==> src/hw/sbhp_pkg.sv <==
// Package: shared bus host port constants and types
package sbhp_pkg;
  // ==========================================
  // Bus layout
  localparam int BUS_W = 16;
  localparam int ADDR_W = 8;
  localparam int LANE_W = 4;
  localparam int LANE_LSB = 12;
  localparam int ADDR_WIDE_LSB = 2;
  // ==========================================
  // Reset and timing
  localparam int CLK_PERIOD_NS = 10;
  localparam int RESET_HOLD_MS = 10;
  localparam int RESET_HOLD_CYC = RESET_HOLD_MS * 1000000 / CLK_PERIOD_NS;
  localparam int STROBE_CYC = 2;
  localparam logic [15:0] DATA_RST = 16'h0000;
  localparam logic [7:0] ADDR_RST = 8'h00;
  localparam logic [3:0] LANE_RST = 4'h0;
  // Config memory address that triggers a config memory select
  localparam logic [7:0] CFG_MEM_ADDR = 8'hFC;
  typedef enum logic [2:0] {SBHP_IDLE, SBHP_SETUP, SBHP_STROBE, SBHP_HOLD, SBHP_RST} sbhp_state_t;
endpackage : sbhp_pkg

==> src/hw/sbhp_if.sv <==
// Interface: shared bus pins between host and device
`timescale 1ns/1ps
`default_nettype none
interface sbhp_if;
  logic host_select_low;
  logic read_strobe_low;
  logic write_strobe_low;
  logic cmd_type;
  logic hard_reset_low;
  logic [15:0] host_bus_out;
  logic [15:0] host_bus_oe;
  logic [15:0] dev_bus_out;
  logic [15:0] dev_bus_oe;
  logic [15:0] shared_bus_lines;
  logic config_memory_select;
  modport dev (input host_select_low, read_strobe_low, write_strobe_low, cmd_type,
               hard_reset_low, shared_bus_lines, output dev_bus_out, dev_bus_oe,
               config_memory_select);
  modport host (output host_select_low, read_strobe_low, write_strobe_low, cmd_type,
                hard_reset_low, host_bus_out, host_bus_oe, input shared_bus_lines,
                config_memory_select);
endinterface : sbhp_if
`default_nettype wire

==> src/hw/sbhp_device.sv <==
// Device end: decodes address, lane and data phases on the shared bus
//
// Functional notes
// - Command low: data phase, wide uses sixteen lines
// - Narrow data phase uses only low eight lines
// - Wide address phase: address bits 7:2 on 7:2
// - Wide lane enables on top lines; 11:8 ignored
// - Narrow address phase: full address on low lines
// - Accesses taken only while select is low
// - Device drives config memory select output
// - Low reset input puts device in reset
// - Reset held low at least ten milliseconds
// - Host uses separate low read/write strobes
// - Narrow mode: host grounds upper eight lines; this host drives them low only in address and write data phases
// - Lane enables active high; top line is lane 3
`timescale 1ns/1ps
`default_nettype none
module sbhp_device (
  // Clock and local reset
  input wire logic SYS_CLK,
  input wire logic RESET_N,
  // Strap
  input wire logic WIDE_MODE,
  // Pins
  sbhp_if.dev PINS,
  // User side
  output logic [7:0] REG_ADDR,
  output logic [3:0] LANE_EN,
  output logic [15:0] WR_DATA,
  output logic WR_STB,
  output logic RD_STB,
  input wire logic [15:0] RD_DATA,
  output logic IN_RESET
);
  // ==========================================
  // Synchronisers: every pin is asynchronous to SYS_CLK
  logic [20:0] pins_raw;
  logic [20:0] pins_sync;
  assign pins_raw = {PINS.hard_reset_low, PINS.host_select_low, PINS.read_strobe_low,
                     PINS.write_strobe_low, PINS.cmd_type, PINS.shared_bus_lines};
  // Strobes and bus share one stage count, so a word and its strobe arrive together
  sbhp_sync2 #(
    .W(21)
  ) sbhp_sync2_i (
    .clk(SYS_CLK),
    .pin_in(pins_raw),
    .sync_out(pins_sync)
  );
  // ==========================================
  // Synchronised pins
  wire hard_rst_low_s = pins_sync[20];
  wire select_low_s = pins_sync[19];
  wire read_low_s = pins_sync[18];
  wire write_low_s = pins_sync[17];
  wire cmd_s = pins_sync[16];
  wire [15:0] bus_s = pins_sync[15:0];
  // ==========================================
  // Reset: local reset or the host's hard reset pin
  wire hrst = ~hard_rst_low_s | ~RESET_N;
  // ==========================================
  // Access qualify: no strobe counts while select is high
  wire sel = ~select_low_s;
  wire rd_act = sel & ~read_low_s;
  wire wr_act = sel & ~write_low_s;
  // ==========================================
  // Strobe edges: one access per falling strobe, however long it is held
  logic rd_prev_q;
  logic wr_prev_q;
  always_ff @(posedge SYS_CLK) begin
    rd_prev_q <= rd_act;
  end
  always_ff @(posedge SYS_CLK) begin
    wr_prev_q <= wr_act;
  end
  wire rd_fall = rd_act & ~rd_prev_q;
  wire wr_fall = wr_act & ~wr_prev_q;
  // ==========================================
  // Phase select: command high is an address phase
  wire addr_wr = wr_fall & cmd_s;
  wire data_wr = wr_fall & ~cmd_s;
  wire data_rd_start = rd_fall & ~cmd_s;
  wire data_rd = rd_act & ~cmd_s;
  // ==========================================
  // Width strap: taken only in reset so a live change cannot split an access
  logic wide_q;
  always_ff @(posedge SYS_CLK) begin
    if (hrst) begin
      wide_q <= WIDE_MODE;
    end
  end
  // ==========================================
  // Address decode
  wire [7:0] addr_wide = {bus_s[sbhp_pkg::ADDR_W-1:sbhp_pkg::ADDR_WIDE_LSB], 2'h0};
  wire [7:0] addr_narrow = bus_s[sbhp_pkg::ADDR_W-1:0];
  wire [7:0] addr_sel = wide_q ? addr_wide : addr_narrow;
  wire cfg_hit = addr_sel == sbhp_pkg::CFG_MEM_ADDR;
  // ==========================================
  // Lane decode: lines 11:8 are never looked at in an address phase
  wire [3:0] lanes_wide = bus_s[sbhp_pkg::LANE_LSB +: sbhp_pkg::LANE_W];
  // Narrow accesses carry no lane enables, so every lane counts as enabled
  wire [3:0] lanes_sel = wide_q ? lanes_wide : 4'hF;
  // ==========================================
  // Data decode: narrow mode keeps the upper byte at zero both ways
  wire [15:0] data_narrow = {8'h00, bus_s[7:0]};
  wire [15:0] data_sel = wide_q ? bus_s : data_narrow;
  wire [15:0] rd_narrow = {8'h00, RD_DATA[7:0]};
  wire [15:0] rd_sel = wide_q ? RD_DATA : rd_narrow;
  wire [15:0] lane_oe = wide_q ? 16'hFFFF : 16'h00FF;
  // ==========================================
  // Address phase registers
  logic [7:0] addr_q;
  logic [3:0] lane_q;
  logic cfg_q;
  always_ff @(posedge SYS_CLK) begin
    if (hrst) begin
      addr_q <= sbhp_pkg::ADDR_RST;
    end else if (addr_wr) begin
      addr_q <= addr_sel;
    end
  end
  always_ff @(posedge SYS_CLK) begin
    if (hrst) begin
      lane_q <= sbhp_pkg::LANE_RST;
    end else if (addr_wr) begin
      lane_q <= lanes_sel;
    end
  end
  // Config memory select follows the last address phase, not each strobe
  always_ff @(posedge SYS_CLK) begin
    if (hrst) begin
      cfg_q <= 1'b0;
    end else if (addr_wr) begin
      cfg_q <= cfg_hit;
    end
  end
  // ==========================================
  // Data write registers
  logic [15:0] wdat_q;
  logic wstb_q;
  always_ff @(posedge SYS_CLK) begin
    if (hrst) begin
      wdat_q <= sbhp_pkg::DATA_RST;
    end else if (data_wr) begin
      wdat_q <= data_sel;
    end
  end
  always_ff @(posedge SYS_CLK) begin
    if (hrst) begin
      wstb_q <= 1'b0;
    end else begin
      wstb_q <= data_wr;
    end
  end
  // ==========================================
  // Data read registers: the word is refreshed for as long as the strobe stands
  logic [15:0] rdat_q;
  logic rstb_q;
  logic rdrv_q;
  always_ff @(posedge SYS_CLK) begin
    if (hrst) begin
      rdat_q <= sbhp_pkg::DATA_RST;
    end else if (data_rd) begin
      rdat_q <= rd_sel;
    end
  end
  always_ff @(posedge SYS_CLK) begin
    if (hrst) begin
      rstb_q <= 1'b0;
    end else begin
      rstb_q <= data_rd_start;
    end
  end
  // Release lags the strobe by the synchroniser depth plus this register, three cycles; the host's gap, HOLD plus one IDLE cycle, is two
  always_ff @(posedge SYS_CLK) begin
    if (hrst) begin
      rdrv_q <= 1'b0;
    end else begin
      rdrv_q <= data_rd;
    end
  end
  // ==========================================
  // Outputs
  assign PINS.dev_bus_out = rdat_q;
  assign PINS.dev_bus_oe = rdrv_q ? lane_oe : 16'h0000;
  assign PINS.config_memory_select = cfg_q;
  assign REG_ADDR = addr_q;
  assign LANE_EN = lane_q;
  assign WR_DATA = wdat_q;
  assign WR_STB = wstb_q;
  assign RD_STB = rstb_q;
  assign IN_RESET = hrst;
endmodule : sbhp_device
// ==========================================
// Two-flop synchroniser; only the second stage is read outside
module sbhp_sync2 #(
  parameter int W = 1
) (
  // Clock
  input wire logic clk,
  // Pin side
  input wire logic [W-1:0] pin_in,
  // Clock side
  output logic [W-1:0] sync_out
);
  logic [W-1:0] meta_q;
  logic [W-1:0] sync_q;
  always_ff @(posedge clk) begin
    meta_q <= pin_in;
  end
  always_ff @(posedge clk) begin
    sync_q <= meta_q;
  end
  assign sync_out = sync_q;
endmodule : sbhp_sync2
`default_nettype wire

==> src/flat_wrapper.sv <==
// flat-port wrapper written by rule: the top's interface ports become plain ports
module sbhp_device_flat 
  (SYS_CLK, RESET_N, WIDE_MODE, REG_ADDR, LANE_EN, WR_DATA, WR_STB, RD_STB, RD_DATA, IN_RESET, PINS_host_select_low, PINS_read_strobe_low, PINS_write_strobe_low, PINS_cmd_type, PINS_hard_reset_low, PINS_shared_bus_lines, PINS_dev_bus_out, PINS_dev_bus_oe, PINS_config_memory_select);
  sbhp_if PINS_i ();
  input wire logic SYS_CLK;
  input wire logic RESET_N;
  input wire logic WIDE_MODE;
  output logic [7:0] REG_ADDR;
  output logic [3:0] LANE_EN;
  output logic [15:0] WR_DATA;
  output logic WR_STB;
  output logic RD_STB;
  input wire logic [15:0] RD_DATA;
  output logic IN_RESET;
  input wire logic [$bits(PINS_i.host_select_low)-1:0] PINS_host_select_low;
  input wire logic [$bits(PINS_i.read_strobe_low)-1:0] PINS_read_strobe_low;
  input wire logic [$bits(PINS_i.write_strobe_low)-1:0] PINS_write_strobe_low;
  input wire logic [$bits(PINS_i.cmd_type)-1:0] PINS_cmd_type;
  input wire logic [$bits(PINS_i.hard_reset_low)-1:0] PINS_hard_reset_low;
  input wire logic [$bits(PINS_i.shared_bus_lines)-1:0] PINS_shared_bus_lines;
  output wire logic [$bits(PINS_i.dev_bus_out)-1:0] PINS_dev_bus_out;
  output wire logic [$bits(PINS_i.dev_bus_oe)-1:0] PINS_dev_bus_oe;
  output wire logic [$bits(PINS_i.config_memory_select)-1:0] PINS_config_memory_select;
  assign PINS_i.host_select_low = PINS_host_select_low;
  assign PINS_i.read_strobe_low = PINS_read_strobe_low;
  assign PINS_i.write_strobe_low = PINS_write_strobe_low;
  assign PINS_i.cmd_type = PINS_cmd_type;
  assign PINS_i.hard_reset_low = PINS_hard_reset_low;
  assign PINS_i.shared_bus_lines = PINS_shared_bus_lines;
  assign PINS_dev_bus_out = PINS_i.dev_bus_out;
  assign PINS_dev_bus_oe = PINS_i.dev_bus_oe;
  assign PINS_config_memory_select = PINS_i.config_memory_select;
  sbhp_device u_core (.SYS_CLK(SYS_CLK), .RESET_N(RESET_N), .WIDE_MODE(WIDE_MODE), .PINS(PINS_i), .REG_ADDR(REG_ADDR), .LANE_EN(LANE_EN), .WR_DATA(WR_DATA), .WR_STB(WR_STB), .RD_STB(RD_STB), .RD_DATA(RD_DATA), .IN_RESET(IN_RESET));
endmodule
==> config.mk <==
export PLATFORM = sky130hd
export DESIGN_NAME = sbhp_device_flat
export DESIGN_NICKNAME = d
export VERILOG_FILES = /design/src/hw/sbhp_pkg.sv /design/src/hw/sbhp_if.sv /design/src/hw/sbhp_device.sv /design/src/flat_wrapper.sv
export SDC_FILE = /design/constraint.sdc
export NUM_CORES = 1
export LEC_CHECK = 0
export ABC_AREA = 1
export CAP_MARGIN = 30
export CORE_UTILIZATION = 50
export CTS_BUF_LIST = sky130_fd_sc_hd__clkbuf_8 sky130_fd_sc_hd__clkbuf_16
export DETAILED_ROUTE_END_ITERATION = 16
export DONT_BUFFER_PORTS = 1
export PLACE_DENSITY = 0.73
export SLEW_MARGIN = 0
export SYNTH_ARGS = -nofsm -noshare
export SYNTH_HDL_FRONTEND = slang
export SYNTH_SLANG_ARGS = --single-unit
==> constraint.sdc <==
create_clock -name SYS_CLK -period 1.5 [get_ports SYS_CLK]
set_input_delay 0.15 -clock SYS_CLK [delete_from_list [all_inputs] [get_ports SYS_CLK]]
set_output_delay 0.15 -clock SYS_CLK [all_outputs]
set_load 0.005 [all_outputs]
==> impl_metrics.tcl <==
set metrics [dict create \
    worst_ep_arrival_time_ns 1.24 \
    grt-ovfl-total 0 \
    port_buffers 0 \
    initial_utilization 0.519 \
    areaGrowthSynthToFinish_pct 18.2 \
    dpl-instance-area_um2 2810 \
    place.gp.congestion 0.775 \
    root_buffer "clkbuf_8" \
    cp.required_ns 1.35 \
    rr_startpoint "u_core.sbhp_sync2_i.sync_out[16]$_DFF_P_" \
    io_pins 104 \
    synthCells 290 \
    p_leak_nw 1.46 \
    cpPeakStageDelay_ns 0.39 \
    final_layout_size_suffix_gt1_frac 0.0976 \
    path_buf_inv 2 \
    setup_viol 0 \
    cts_buffers 9 \
    vias 1915 \
    hold_viol 0 \
    cts_tree "done" \
    async_flop_share 0 \
    ys_warn_count 0 \
    synth.most_common_cell "dfxtp_1" \
    dieArea_um2 6030 \
    synth_top_area_share 0.644 \
    period_minus_slack_ns 1.39 \
    syn-num-nets 330 \
    crit_type "reg2out" \
    yosysSeqAreaShare 0.654 \
    worstRegToRegCells 5 \
    initialDrtViolationCount 105 \
    critPathCaptureType "output port" \
    wl_per_cell_um 13.3 \
    dp_hpwl_mm 3.39 \
    fin_worst_skew_ns 0.0106 \
    whs_endpoint "u_core.sbhp_sync2_i.sync_out[18]$_DFF_P_" \
    antenna_found_initial 0 \
    slew_violations 0 \
    synthesis.area_um2 2860 \
    cts.path.max_buffers 2 \
    fin_area_um2 3380 \
    setup_tns_ns 0 \
    max_freq_mhz 718 \
    crit_family "buffers and inverters" \
    avgViaCountPerCell 4.79 \
    min_from "u_core.sbhp_sync2_i.meta_q[18]$_DFF_P_" \
    synth_area_leaders "dfxtp_1 64%, nand2_1 9.8%, buf_4 4.2%, nand3_1 3.3%, nor2_1 3.3%" \
    synth_edf_count 1 \
    hp-class "reg2reg" \
    finalNetCount 363 \
    status "finished, final reports clean" \
    grt.total_usage 0.187 \
    path_max_fanout 9 \
    row_count 27 \
    core_area_um2 5510 \
    critPathSlowestCell "edfxtp_1" \
    total_power_mw 4.33 \
    synth_cell_types 22 \
    r2r_slack_ns 0.21 \
    fin_ws_ns 0.108 \
    ys_ff_latch 93 \
    worst_pin_slew_ns 0.411 \
    ant_nets 0 \
    min_period_over_period 0.928 \
    grt_max_degree 19 \
    die_h_um 77.6 \
    synthTopCellsByCount "92 x dfxtp_1, 75 x nand2_1, 25 x nor2_1" \
    firstDrtPassIters 4 \
    antenna_cells 0 \
    slew_headroom 0.726 \
    drc 0 \
    post-place-ws_ns 0.239 \
    peakVddDrop_mv 0.865 \
    routed_wirelength_mm 5.32 \
    clkTransAtPathRegs_ns 0.09 \
    cts_sinks 93 \
    synth_top_cell_by_area "dfxtp_1" \
    fin_hold_ws_ns 0.325 \
    cap_violations 0 \
    rsz0062_at_grt "no" \
    grt_pass1_wl_mm 8.53 \
    power_density_nw_per_um2 1280 \
    avgSynthCellArea_um2 9.86 \
    timing.rr.end "u_core.PINS.dev_bus_out[12]$_SDFFE_PP0P_" \
    die_w_um 77.6 \
    h-tree-depth 3 \
    grt_pass1_vias 1882 \
    clk_latency_ns 0.36 \
    hold_depth 0 \
    start_kind "register" \
    crit_chain "buf_4 -> nand2_1 -> inv_1" \
    cts_resized 0 \
    synth_ff_type "dfxtp_1" \
]
layer usage:
| layer | wire length [µm] | vias to the layer above | GRT usage | share of wire |
|---|---|---|---|---|
| met2 | 2590 | 73 | 0.318 | 0.49 |
| li1 | - | 967 | - | - |
| met1 | 2080 | 865 | 0.191 | 0.39 |
| met5 | 0 | - | 0 | 0 |
| met3 | 573 | 10 | 0.0871 | 0.11 |
| met4 | 73 | 0 | 0.0981 | 0.014 |
cells by family after synthesis:
family                 Yosys count  synth area share
and+or+nand+nor                132             0.211
DFF                             93             0.654
AOI/OAI and AO/OA               26            0.0455
buffers and inverters           39            0.0892
state kept, by name, summed over array words and instances, names as in the netlist:
name,count
u_core.PINS.dev_bus_out,16
u_core.sbhp_sync2_i.meta_q,21
u_core.rdrv_q,1
u_core.rd_prev_q,1
u_core.WR_STB,1
u_core.sbhp_sync2_i.sync_out,21
u_core.LANE_EN,4
u_core.REG_ADDR,8
u_core.wide_q,1
u_core.WR_DATA,16
u_core.RD_STB,1
u_core.wr_prev_q,1
u_core.PINS.config_memory_select,1
worst max path at each step:
stage                                             startpoint                         endpoint  cells after the start
finish                               u_core.wide_q$_DFFE_PP_              PINS_dev_bus_oe[10]                      3
global route                         u_core.wide_q$_DFFE_PP_              PINS_dev_bus_oe[11]                      3
CTS                                  u_core.wide_q$_DFFE_PP_              PINS_dev_bus_oe[10]                      3
detailed placement  u_core.sbhp_sync2_i.sync_out[16]$_DFF_P_  u_core.WR_DATA[15]$_SDFFE_PP0P_                      6
floorplan                            u_core.wide_q$_DFFE_PP_              PINS_dev_bus_oe[10]                      5
global placement    u_core.sbhp_sync2_i.sync_out[16]$_DFF_P_   u_core.WR_DATA[9]$_SDFFE_PP0P_                      6
through the flow:
step,utilization,std cells
3_3_place_gp,0.510,345
3_5_place_dp,0.510,345
2_1_floorplan,-,290
5_1_grt,0.614,400
6_report,0.614,400
4_1_cts,0.614,400
report_power, final:
group          internal [mW]  switching [mW]  total [mW]
registers               2.55          0.0401        2.59
clock network          0.655           0.870        1.52
logic                  0.104           0.104       0.209
placed cells by master (no fill, tap or decap), drive strengths merged:
cell         count
o21ai           17
nand2           78
nand3b           1
edfxtp           1
nor3             4
clkinv           5
nand3           22
dlygate4sd3     39
a21oi            9
clkinvlp         2
buf              6
clkbuf          10
inv             15
dfxtp           92
nor2            27
what timing repair did:
action,in CTS,in global routing
setup endpoints to repair,0,0
hold endpoints to repair,44,0
hold buffers,39,0
setup buffers,0,0
layout make-up:
class	instances	area (µm²)
well taps	72	90.1
fillers	464	2130
flip-flops and latches	93	1870
multi-input cells	158	733
inverters	16	66.3
clock buffers	10	138
clock inverters	6	46.3
repair buffers	45	435
Power figures use the tool's default switching activity.
